==> src/hrb_pkg.sv <==
// Shared constants and types of the random byte source.
// Assumes one 50 MHz clock and a 32-bit classic Wishbone slave port.
package hrb_pkg;

  // Register indices as printed; the byte address is four times the index
  localparam logic [31:0] IDX_HW_STATUS = 32'hFFBC015F;
  localparam logic [31:0] IDX_DATA_STATUS = 32'hFFBC0160;
  localparam logic [31:0] IDX_DATA = 32'hFFBC0161;
  localparam logic [31:0] IDX_IRQ_STATUS = 32'hFFBC0162;
  localparam logic [31:0] IDX_IRQ_CLEAR = 32'hFFBC0163;
  localparam logic [31:0] IDX_IRQ_ENABLE = 32'hFFBC0164;
  // Low index bits compared by the decoder (byte address bits 11:2)
  localparam int DEC_W = 10;

  // Field positions
  localparam int HW_ENABLE_BIT = 0;
  localparam int HW_PRESENT_BIT = 6;
  localparam int DS_VALID_BIT = 0;
  localparam int IRQ_READY_BIT = 0;
  localparam int IRQ_STALE_BIT = 1;
  localparam int IRQ_W = 2;

  // Reset values
  localparam logic [7:0] HW_STATUS_RST = 8'h40;
  localparam logic [7:0] DATA_STATUS_RST = 8'h00;
  localparam logic [7:0] DATA_RST = 8'h40;
  localparam logic [IRQ_W-1:0] IRQ_RST = 2'h0;

  // Timing: one noise bit is taken per bit period
  localparam int CLK_PERIOD_NS = 20;
  localparam int BIT_PERIOD_NS = 160;
  localparam int BIT_DIV = (BIT_PERIOD_NS + CLK_PERIOD_NS - 1) / CLK_PERIOD_NS;
  localparam logic [3:0] BIT_DIV_LAST = 4'(BIT_DIV - 1);
  localparam logic [2:0] BYTE_LAST = 3'h7;

  // Collector states, Gray coded along idle -> collect -> full
  typedef enum logic [1:0] {
    COL_IDLE = 2'b00,
    COL_RUN = 2'b01,
    COL_FULL = 2'b11
  } hrb_col_state_t;

  // Wishbone request and answer bundles
  typedef struct packed {
    logic cyc;
    logic stb;
    logic we;
    logic [31:0] adr;
    logic [31:0] dat;
    logic [3:0] sel;
  } hrb_wb_req_t;

  typedef struct packed {
    logic ack;
    logic [31:0] dat;
  } hrb_wb_rsp_t;

endpackage

==> src/hrb_bit_collector.sv <==
// Serial collector that fills the random byte one noise bit at a time.
// Assumes a synchronised noise bit and a restart pulse from a data read.
`timescale 1ns/1ps
module hrb_bit_collector
  import hrb_pkg::*;
(
  input wire logic sys_clk,
  input wire logic reset,
  input wire logic run,
  input wire logic restart,
  input wire logic noise_bit,
  output logic [7:0] random_byte,
  output logic byte_done,
  output logic idle
);

  hrb_col_state_t state_reg;
  logic [3:0] div_reg;
  logic [2:0] cnt_reg;
  logic step;

  // Bit-rate enable; gated by run so nothing shifts once the enable bit is low
  assign step = (state_reg == COL_RUN) && run && (div_reg == BIT_DIV_LAST);
  assign idle = (state_reg != COL_RUN);

  always_ff @(posedge sys_clk) begin
    if (reset || state_reg != COL_RUN || step) begin
      div_reg <= 4'h0;
    end else begin
      div_reg <= div_reg + 4'h1;
    end
  end

  // State; a partial byte is kept while stopped
  always_ff @(posedge sys_clk) begin
    if (reset) begin
      state_reg <= COL_IDLE;
    end else begin
      unique case (state_reg)
        COL_IDLE: if (run) state_reg <= COL_RUN;
        COL_RUN: begin
          if (!run) begin
            state_reg <= COL_IDLE;
          end else if (step && cnt_reg == BYTE_LAST) begin
            state_reg <= COL_FULL;
          end
        end
        COL_FULL: if (restart) state_reg <= run ? COL_RUN : COL_IDLE;
        default: state_reg <= COL_IDLE;
      endcase
    end
  end

  // Last bit lands in this cycle; the ready flag and the full state rise together
  assign byte_done = step && (cnt_reg == BYTE_LAST);

  // Shift register and bit count
  always_ff @(posedge sys_clk) begin
    if (reset) begin
      random_byte <= DATA_RST;
      cnt_reg <= 3'h0;
    end else begin
      if (step) begin
        random_byte <= {random_byte[6:0], noise_bit};
        cnt_reg <= cnt_reg + 3'h1;
      end
    end
  end

endmodule

==> src/hrb_noise_sync.sv <==
// Two-stage synchroniser for the external noise bit.
// Assumes the noise input may change at any time.
`timescale 1ns/1ps
module hrb_noise_sync
  import hrb_pkg::*;
(
  input wire logic sys_clk,
  input wire logic reset,
  input wire logic noise_in,
  output logic noise_sync
);

  logic meta_reg;

  // First stage feeds only the second stage
  always_ff @(posedge sys_clk) begin
    if (reset) begin
      meta_reg <= 1'b0;
      noise_sync <= 1'b0;
    end else begin
      meta_reg <= noise_in;
      noise_sync <= meta_reg;
    end
  end

endmodule

==> src/hrb_top.sv <==
// Random byte source: register file, valid flag and interrupt logic.
// Assumes a classic Wishbone master and one noise bit from outside.
//
// How it works
// - while enabled, noise bits shift one per step into the 8-bit byte.
// - a completely filled byte sets the ready flag to 1.
// - reading the random byte clears the ready flag at once.
// - status bit 6 is read-only, 1 when a usable generator exists.
// - status bit 0 is read/write; 1 runs the generator, 0 stops it.
// - data status bit 0 shows the ready flag; bits 7:1 read zero.
// - the generator sits in a low-power idle state when not collecting.
//
// The Wishbone interface to the registers was decided locally.
`timescale 1ns/1ps
module hrb_top
  import hrb_pkg::*;
#(
  parameter bit GEN_PRESENT = 1'b1
)
(
  input wire logic sys_clk,
  input wire logic reset,
  input wire hrb_wb_req_t wb_req,
  output hrb_wb_rsp_t wb_rsp,
  input wire logic noise_in,
  output logic irq,
  output logic gen_idle
);

  // Word index of a bus address, as seen by the decoder
  function automatic logic [DEC_W-1:0] word_idx(input logic [31:0] adr);
    word_idx = adr[DEC_W+1:2];
  endfunction

  // True when the address selects the given register index
  function automatic logic hit(input logic [31:0] adr, input logic [31:0] idx);
    hit = (word_idx(adr) == idx[DEC_W-1:0]);
  endfunction

  logic generator_on_reg;
  logic output_byte_ready_reg;
  logic output_byte_ready_next;
  logic [IRQ_W-1:0] irq_stat_reg;
  logic [IRQ_W-1:0] irq_stat_next;
  logic [IRQ_W-1:0] irq_en_reg;
  logic ack_reg;
  logic [31:0] rdat_reg;
  logic [31:0] rdat_next;
  logic noise_bit;
  logic [7:0] random_byte;
  logic byte_done;
  logic col_idle;
  logic req;
  logic wr;
  logic rd;
  logic lane0;
  logic rd_data;
  logic wr_hw;
  logic wr_clr;
  logic wr_en;
  logic [IRQ_W-1:0] irq_event;

  // Bus request, taken in the first cycle of a strobe
  assign req = wb_req.cyc && wb_req.stb && !ack_reg;
  assign wr = req && wb_req.we;
  assign rd = req && !wb_req.we;
  assign lane0 = wb_req.sel[0];
  assign rd_data = rd && hit(wb_req.adr, IDX_DATA);
  assign wr_hw = wr && lane0 && hit(wb_req.adr, IDX_HW_STATUS);
  assign wr_clr = wr && lane0 && hit(wb_req.adr, IDX_IRQ_CLEAR);
  assign wr_en = wr && lane0 && hit(wb_req.adr, IDX_IRQ_ENABLE);

  // Noise input brought into the clock domain
  hrb_noise_sync i_hrb_noise_sync (
    .sys_clk(sys_clk),
    .reset(reset),
    .noise_in(noise_in),
    .noise_sync(noise_bit)
  );

  // Serial collector, run only while enabled
  hrb_bit_collector i_hrb_bit_collector (
    .sys_clk(sys_clk),
    .reset(reset),
    .run(generator_on_reg),
    .restart(rd_data),
    .noise_bit(noise_bit),
    .random_byte(random_byte),
    .byte_done(byte_done),
    .idle(col_idle)
  );

  // Low-power idle whenever no bits are being collected
  assign gen_idle = col_idle;

  // Enable bit; held low when no generator exists
  always_ff @(posedge sys_clk) begin
    if (reset) begin
      generator_on_reg <= HW_STATUS_RST[HW_ENABLE_BIT];
    end else if (wr_hw) begin
      generator_on_reg <= wb_req.dat[HW_ENABLE_BIT] && GEN_PRESENT;
    end
  end

  // Ready flag: set on a full byte, cleared by a data read, set wins
  always_comb begin
    output_byte_ready_next = output_byte_ready_reg;
    if (rd_data) begin
      output_byte_ready_next = 1'b0;
    end
    if (byte_done) begin
      output_byte_ready_next = 1'b1;
    end
  end

  always_ff @(posedge sys_clk) begin
    if (reset) begin
      output_byte_ready_reg <= DATA_STATUS_RST[DS_VALID_BIT];
    end else begin
      output_byte_ready_reg <= output_byte_ready_next;
    end
  end

  // Interrupt events: byte ready, and a read of a byte not yet ready
  always_comb begin
    irq_event = '0;
    irq_event[IRQ_READY_BIT] = byte_done;
    irq_event[IRQ_STALE_BIT] = rd_data && !output_byte_ready_reg;
  end

  // Sticky status; a clear write loses to a new event
  always_comb begin
    irq_stat_next = irq_stat_reg;
    if (wr_clr) begin
      irq_stat_next = irq_stat_reg & ~wb_req.dat[IRQ_W-1:0];
    end
    irq_stat_next = irq_stat_next | irq_event;
  end

  always_ff @(posedge sys_clk) begin
    if (reset) begin
      irq_stat_reg <= IRQ_RST;
    end else begin
      irq_stat_reg <= irq_stat_next;
    end
  end

  // Interrupt enable register
  always_ff @(posedge sys_clk) begin
    if (reset) begin
      irq_en_reg <= IRQ_RST;
    end else if (wr_en) begin
      irq_en_reg <= wb_req.dat[IRQ_W-1:0];
    end
  end

  // Level interrupt from enabled sticky bits
  assign irq = |(irq_stat_reg & irq_en_reg);

  // Read data mux; unmapped or write-only words read zero
  always_comb begin
    rdat_next = 32'h00000000;
    if (hit(wb_req.adr, IDX_HW_STATUS)) begin
      rdat_next[HW_PRESENT_BIT] = GEN_PRESENT;
      rdat_next[HW_ENABLE_BIT] = generator_on_reg;
    end else if (hit(wb_req.adr, IDX_DATA_STATUS)) begin
      rdat_next[DS_VALID_BIT] = output_byte_ready_reg;
    end else if (hit(wb_req.adr, IDX_DATA)) begin
      rdat_next[7:0] = random_byte;
    end else if (hit(wb_req.adr, IDX_IRQ_STATUS)) begin
      rdat_next[IRQ_W-1:0] = irq_stat_reg;
    end else if (hit(wb_req.adr, IDX_IRQ_ENABLE)) begin
      rdat_next[IRQ_W-1:0] = irq_en_reg;
    end
  end

  // Answer one cycle after the strobe; ack stands for one cycle
  always_ff @(posedge sys_clk) begin
    if (reset) begin
      ack_reg <= 1'b0;
      rdat_reg <= 32'h00000000;
    end else begin
      ack_reg <= req;
      if (rd) begin
        rdat_reg <= rdat_next;
      end
    end
  end

  assign wb_rsp.ack = ack_reg;
  assign wb_rsp.dat = rdat_reg;
endmodule

==> config.mk <==
export PLATFORM = sky130hd
export DESIGN_NAME = hrb_top
export DESIGN_NICKNAME = d
export VERILOG_FILES = /design/src/hrb_pkg.sv /design/src/hrb_bit_collector.sv /design/src/hrb_noise_sync.sv /design/src/hrb_top.sv
export SDC_FILE = /design/constraint.sdc
export NUM_CORES = 1
export LEC_CHECK = 0
export BUFFER_PORTS_ARGS = -buffer_cell sky130_fd_sc_hd__buf_2
export CAP_MARGIN = 5
export CORE_ASPECT_RATIO = 1.75
export CORE_UTILIZATION = 40
export DETAILED_ROUTE_END_ITERATION = 8
export GPL_TIMING_DRIVEN = 0
export PLACE_DENSITY = 0.75
export SETUP_SLACK_MARGIN = 0.15
export SLEW_MARGIN = 20
export SYNTH_ARGS = -nofsm -noshare
export SYNTH_HDL_FRONTEND = slang
export SYNTH_SLANG_ARGS = --single-unit
==> constraint.sdc <==
create_clock -name sys_clk -period 4 [get_ports sys_clk]
set_input_delay 0.8 -clock sys_clk [delete_from_list [all_inputs] [get_ports sys_clk]]
set_output_delay 0.8 -clock sys_clk [all_outputs]
set_load 0.03 [all_outputs]
Word level (Yosys, flattened, before mapping)
Index checks and enable logic that the tools add are counted.
W data, S select, Z words.
- logic and storage cells: 73
- bits in registers: 34
- input port bits: 74
- bitwise gates (word level): 4
- multiplexer cells: 19
- add/sub/neg operators: 2
- equality and inequality tests: 14
- reductions and logical operators: 22
- operators by type and width (cell ; count):
    $eq A10 B9 Y1 const B ; 6
    $mux W2 ; 8
    $logic_and A1 B1 Y1 ; 13
    $mux W1 ; 7
    $mux W7 ; 1
    $mux W6 ; 1
    $pmux W2 S3 ; 1
    $mux W5 ; 1
    $add A4 B1 Y4 const B ; 1
    $and A2 B2 Y2 ; 2
    $eq A4 B3 Y1 const B ; 1
    $ne A2 B2 Y1 const B ; 2
    $add A3 B1 Y3 const B ; 1
    $eq A3 B3 Y1 const B ; 1
    $logic_not A1 Y1 ; 3
    $ne A3 B3 Y1 const B ; 1
    $reduce_and A3 Y1 ; 1
    $eq A2 B1 Y1 const B ; 1
    $eq A2 B2 Y1 const B ; 1
    $logic_not A2 Y1 ; 1
    $logic_or A1 B1 Y1 ; 2
    $ne A2 B1 Y1 const B ; 1
    $not A2 Y2 ; 1
    $or A2 B2 Y2 ; 1
    other kinds (2) ; 2

Logic depth before layout (Yosys ltp)
Gate-level depths: netlist of the first run.
- depth in word-level cells: 7
- gate-level depth with buffers: 6

By module
Synthesis of the first run repeated with hierarchy kept, for this count alone.
- cell total of the unflattened synthesis: 182
- area total of the unflattened synthesis: 1789.2 µm²
- by module, submodules not included (module ; area each (µm²) ; times used ; seq. area each (µm²) ; cells an instance):
    hrb_top ; 1002.2 ; 1 ; 300.3 ; 106
    hrb_bit_collector ; 734.5 ; 1 ; 340.3 ; 72
    hrb_noise_sync ; 52.6 ; 1 ; 40.0 ; 4

Worst setup path after synthesis of the first run
OpenSTA, ideal clock, no wires.
- path kind: input port to flip-flop
- start: input wb_req[40] (netlist bit)
- end: register rdat_reg[0]
- arrival: 1679 ps
- data required time: 3871 ps
- library setup time: 129 ps
- cell stages on the path: 5
- buffers on the path: 1
- setup slack: 2192 ps
- path through: buf_2 nor3b_2 a211o_1 a32oi_1 o41ai_2
- word-level cells in the longest chain between the ends: 6
- RTL lines (element ; line ; text):
    start: declaration ; hrb_top.sv:23 ; input wire hrb_wb_req_t wb_req,
    $eq A10 B9 Y1 ; hrb_top.sv:37 ; hit = (word_idx(adr) == idx[DEC_W-1:0]);
    $mux W2 ; hrb_top.sv:172 ; end else if (hit(wb_req.adr, IDX_IRQ_ENABLE)) begin
    $mux W2 ; hrb_top.sv:170 ; end else if (hit(wb_req.adr, IDX_IRQ_STATUS)) begin
    $mux W2 ; hrb_top.sv:168 ; end else if (hit(wb_req.adr, IDX_DATA)) begin
    $mux W1 ; hrb_top.sv:166 ; end else if (hit(wb_req.adr, IDX_DATA_STATUS)) begin
    $mux W1 (*) ; hrb_top.sv:163 ; if (hit(wb_req.adr, IDX_HW_STATUS)) begin
    end signal: assignment ; hrb_top.sv:185 ; rdat_reg <= rdat_next;
    end: declaration ; hrb_top.sv:47 ; logic [31:0] rdat_reg;
Every way passes the cells marked *; elsewhere a longest branch is shown, timed or not.
A chain may end at the register's enable or synchronous reset.

Worst setup path in the final report of the first run
- start: register i_hrb_bit_collector.state_reg[1]
- end: output gen_idle
- word-level cells in the longest chain between the ends: 1
- RTL lines (element ; line ; text):
    start: declaration ; hrb_bit_collector.sv:17 ; hrb_col_state_t state_reg;
    start signal: assignment ; hrb_bit_collector.sv:48 ; COL_FULL: if (restart) state_reg <= run ? COL_RUN : COL_IDLE;
    $ne A2 B1 Y1 ; hrb_bit_collector.sv:24 ; assign idle = (state_reg != COL_RUN);
    end: declaration ; hrb_top.sv:27 ; output logic gen_idle
No other way between the ends.

==> results of run 1 <==
layer usage:
metal / track usage, % / vias up / share of wire [%]
li1: - / 739 / -
met1: 18.5 / 662 / 39
met2: 29.3 / 64 / 50
met3: 3.87 / 15 / 6.5
met4: 11.6 / 0 / 4.5
met5: 0 / - / 0
worst max-delay path by stage:
stage / endpoint / start / cells past startpoint
2_1_floorplan: rdat_reg[0] / wb_req[40] / 5
3_3_place_gp: rdat_reg[0] / reset / 5
3_5_place_dp: rdat_reg[0] / reset / 5
4_1_cts: gen_idle / i_hrb_bit_collector.state_reg[1] / 2
5_1_grt: gen_idle / i_hrb_bit_collector.state_reg[1] / 2
6_report: gen_idle / i_hrb_bit_collector.state_reg[1] / 2
report_power, final:
group	total (mW)	leakage (nW)	internal (mW)	switching, mW
registers	0.341	0.274	0.340	0.000659
clock network	0.255	0.0482	0.139	0.117
logic	0.0907	0.609	0.0323	0.0584
cells in the final DEF, fill, tap and decap left out, types with 4 or more instances in the layout:
| cell type | n |
|---|---|
| mux2i_1 | 9 |
| clkbuf_8 | 6 |
| buf_4 | 25 |
| a22oi_2 | 5 |
| buf_2 | 30 |
| nor2_1 | 18 |
| nand2_1 | 6 |
| nand3_1 | 6 |
| conb_1 | 24 |
| a21oi_1 | 9 |
| nor2_2 | 6 |
| nor3_1 | 4 |
| o21ai_0 | 4 |
| dfxtp_1 | 34 |
kinds of logic (layout without fill, tap and decap cells):
kind of cell,Yosys count,in the layout
simple gates,71,71
flops,34,34
compound gates,32,32
xor+xnor,3,3
mux,9,9
fa+ha+maj,3,3
other cells,1,24
buf+inv,36,71
worst reg2reg max path, stage by stage (launching register included):
cell	delay, ps
dfxtp_1	350
ha_1	190
nand4b_1	130
nor2_2	240
buf_6	210
mux2i_1	190
nor2_1	60
per-stage QoR:
| stage | power (mW) | hold WS, ps |
|---|---|---|
| after floorplan | 0.420 | 414 |
| after global placement | 0.438 | 420 |
| after detailed placement | 0.438 | 435 |
| after CTS | 0.696 | 452 |
| after global routing | 0.720 | 470 |
| final | 0.687 | 443 |
cell type report:
type / count / area, um^2 / share of cell area [%]
Multi-Input combinational cell: 142 / 940 / 43.4
Timing Repair Buffer: 27 / 135 / 6.25
Inverter: 3 / 11.3 / 0.521
Tap cell: 49 / 61.3 / 2.83
Buffer: 33 / 244 / 11.3
Clock inverter: 1 / 5.00 / 0.231
Sequential cell: 34 / 681 / 31.5
Clock buffer: 7 / 86.3 / 3.99
==> metrics.cfg, run 1 <==
[setup_path]
cp.buffers_inverters=1
max_stage_delay_ps=360
rrSetupSlack_ps=2490
rr_startpoint=i_hrb_bit_collector.div_reg[0]
worstSetupPathType=register to output port
reg2reg_to=i_hrb_bit_collector.random_byte[1]
path_delay_family=flip-flops
start_kind=register
cp_slowest_cell=dfxtp_1
cp-end-kind=output port
worst-endpoint-required_ps=3200
cp_max_fo=4
arrival_ps=1090
reg2regPathDepth=6
path_cells=nand2b_1 > buf_2

[placement]
dp_slack_ps=1900
place.gp.congestion=0.887
dp_cells=288
placed_area_mm2=0.00207
io_buffers=27
hpwl_mm=2.89

[sta]
fin_setup_tns_ps=0
skew_ps=2.26
drv_slew=0
fin_crit_sh_pct=47.2
finalCriticalPeriod_ps=1890
fmax_mhz=530
hold_viol=0
rsz0062_at_grt=no
setup_viol=0
setup_slack_ps=2110

[global_route]
grt-ovfl-total=0
grt_util_all_layers_pct=17.5
antenna_found_initial=0
grt_start_max_net_pins=11
grt_pass1_wl_mm=6.25
grt_pass1_vias=1408

[yosys]
synth_fa_ha_area_share_pct=2.10
ys.flop_type=dfxtp_1
synth_top_area_cell=dfxtp_1
synth_top_family_by_area=simple AND/OR/NAND/NOR gates
synth_top_cell_area_share_pct=38.0
avgSynthCellArea_um2=9.47
synthesis.area_mm2=0.00179
synth_edf_count=0
post_synth_and_or_nand_nor_area_fraction_pct=24.8
synthMuxAreaShare_pct=5.03
yosys-top-cells-area=dfxtp_1, buf_4, mux2i_1
synthArstFlopShare_pct=0
synth_xor_area_share_pct=1.47
synth-seq-cells=34
yosysWarnings=0
synth_most_common_cell=dfxtp_1
synth_cells=189
synth_seq_area_share_pct=38.0
synth_common_cells=dfxtp_1, buf_4, nor2_1, a21oi_1, mux2i_1
synth_cell_type_count=51
synth-compound-area-share_pct=14.1

[min_path]
hold_path_depth=1
hold_end=i_hrb_noise_sync.noise_sync
hold_class=register to register
hold_start=i_hrb_noise_sync.meta_reg

[drt]
via_per_inst=5.00
drt_pass1_iterations=4
drc=0
via_count=1480
ant_nets=0
drt-wirelength-per-cell_um=12.4
drt-initial-drc-count=15
wl_mm=3.67

[final_layout]
fin_nets=323
drive_gt1_share_pct=34.8
fillers=416
area_growth_pct=20.9
num_antenna_cells=0
final_cells=296
fin_util_pct=51.2
final_area_mm2=0.00216

[clocking]
tritoncts=done
numCtsBuffers=5
ctsLongestPathBuffers=2
post_cts_buffers=0
cts_hold_buffers=0
cts_root_buffer=clkbuf_8
clk_pin_slew_worst_paths_ps=60
cts_resized=0
clk-insertion-delay-late_ps=280
cts.htree.levels=2
clkSinkCount=34

[floorplanning]
die-area_mm2=0.00475
top_level_ports=109
core-area_mm2=0.00423
die_h_um=90.5
die-width_um=52.6
start_util_pct=42.3
num_rows=31

[power]
p_leak_nw=0.931
p_per_area_mw_per_mm2=318
irDropWorstVdd_mv=0.229

[outcome]
status=finished, final reports clean

[job]
cap_violations=0

No activity file was read; power rests on OpenSTA's default activity.
==> run 2: changes to the inputs <==
- ABC_AREA: unset -> 1
- CORE_UTILIZATION: 40 -> 38
- PLACE_DENSITY: 0.75 -> 0.76
- clock period: 4 -> 1.6 ns (I/O delays scaled with it)
==> metrics.cfg, run 2 <==
[global_route]
grt-ovfl-total=0
grt_pass1_vias=1476
grt_util_all_layers_pct=16.4
grt_pass1_wl_mm=5.73
antenna_found_initial=0
grt_start_max_net_pins=11

[floorplanning]
top_level_ports=109
die-width_um=52.9
die-area_mm2=0.00481
die_h_um=91.0
num_rows=32
core-area_mm2=0.00436
start_util_pct=39.4

[final_layout]
final_cells=347
fillers=435
num_antenna_cells=0
final_common_cell=nor2_1
fin_nets=372
final_area_mm2=0.00217
fin_util_pct=49.7
final_cell_mix=nor2_1, dfxtp_1, nand2_1, buf_4, buf_2
area_growth_pct=26.0
drive_gt1_share_pct=29.1

[yosys]
synth_cell_type_count=27
synth_seq_area_share_pct=39.6
synth-seq-cells=34
synthArstFlopShare_pct=0
synth_cells=234
synth_common_cells=nor2_1, dfxtp_1, nand2_1, buf_4, inv_1
yosysWarnings=0
synth_edf_count=0
synth_most_common_cell=nor2_1
ys.flop_type=dfxtp_1
avgSynthCellArea_um2=7.35
synth_top_area_cell=dfxtp_1
synth_top_cell_area_share_pct=39.6
yosys-top-cells-area=dfxtp_1, buf_4, nor2_1
synthesis.area_mm2=0.00172

[drt]
drt-initial-drc-count=24
wl_mm=3.68
ant_nets=0
drt_pass1_iterations=4
via_per_inst=4.57
drt-wirelength-per-cell_um=10.6
drc=0
via_count=1586

[power]
irDropWorstVdd_mv=0.463
p_leak_nw=1.04
p_per_area_mw_per_mm2=838
finalPower_mw=1.82

[setup_path]
arrival_ps=1530
worst-endpoint-required_ps=1780
worstSetupPathType=register to register
start_kind=register
max_stage_delay_ps=360
cp_slowest_cell=dfxtp_1
cp-end-kind=register
path_cells=ha_1 > nand2_1 > inv_1 > nand3_2 > buf_6 > o21ai_0 > nor2_1
path_delay_family=flip-flops
cp.buffers_inverters=2
cp_max_fo=10

[sta]
drv_slew=0
finalCriticalPeriod_ps=1360
setup_slack_ps=242
rsz0062_at_grt=no
fmax_mhz=736
hold_viol=0
skew_ps=4.06
fin_crit_sh_pct=84.9
whs_ps=228
setup_viol=0
fin_setup_tns_ps=0

[clocking]
ctsLongestPathBuffers=2
cts_root_buffer=clkbuf_8
clk-insertion-delay-late_ps=290
tritoncts=done
clkSinkCount=34
numCtsBuffers=5
cts_hold_buffers=0
cts.htree.levels=2
clk_pin_slew_worst_paths_ps=70

[placement]
dp_slack_ps=95.8
place.gp.congestion=0.891
io_buffers=28
dp_cells=336
hpwl_mm=2.88
placed_area_mm2=0.00201

[min_path]
hold_class=input port to register

[job]
cap_violations=0

[outcome]
status=finished, final reports clean

==> run 2: cells by family (layout without fill, tap and decap cells) <==
logic type / after synthesis / after routing / synth area share [%]
flops: 34 / 34 / 39.6
simple gates: 106 / 106 / 29.5
buf+inv: 55 / 94 / 17.5
compound gates: 34 / 34 / 10.5
other cells: 1 / 24 / 0.218
fa+ha+maj: 3 / 3 / 2.18
xor+xnor: 1 / 1 / 0.509
==> run 2: metal layers <==
layer / up-vias / global-route usage, % / part of all wire, %
met5: - / 0 / 0
met4: 0 / 15.6 / 5.9
met3: 20 / 2.51 / 5.1
met2: 58 / 30.0 / 54
met1: 690 / 13.3 / 35
li1: 818 / - / -
==> run 2: cell type report <==
cell class | instances | area (um^2) | area share (%)
Clock buffer | 8 | 110 | 5.08
Inverter | 25 | 96.3 | 4.45
Sequential cell | 34 | 681 | 31.4
Tap cell | 51 | 63.8 | 2.94
Timing Repair Buffer | 31 | 163 | 7.51
Buffer | 30 | 221 | 10.2
Multi-Input combinational cell | 168 | 832 | 38.4
==> run 2: report_power, final <==
part	internal, mW	total (mW)	switching (mW)
Clock	0.434	0.737	0.303
Combinational	0.0785	0.229	0.150
Sequential	0.850	0.850	0.000951
==> run 2: path summary, 6_finish.rpt <==
path                                   from                                 end  slack [ps]  depth (start not counted)
max          i_hrb_bit_collector.div_reg[0]  i_hrb_bit_collector.random_byte[0]         240                          7
min                                noise_in           i_hrb_noise_sync.meta_reg         230                          3
max reg2reg  i_hrb_bit_collector.div_reg[0]  i_hrb_bit_collector.random_byte[0]         240                          7
min reg2reg       i_hrb_noise_sync.meta_reg         i_hrb_noise_sync.noise_sync         410                          2
==> run 2: repair_timing <==
action                     in CTS  in global routing
pin swaps                       1                  1
setup buffers                   1                  2
setup endpoints to repair       2                 15
resized for setup               1                 12
gates cloned                    0                  0
==> run 2: worst register-to-register path: stages (launching register included) <==
cell and delay, ps:
dfxtp_1 360, ha_1 180, nand2_1 60, inv_1 90, nand3_2 120, buf_6 170, o21ai_0 190, nor2_1 70
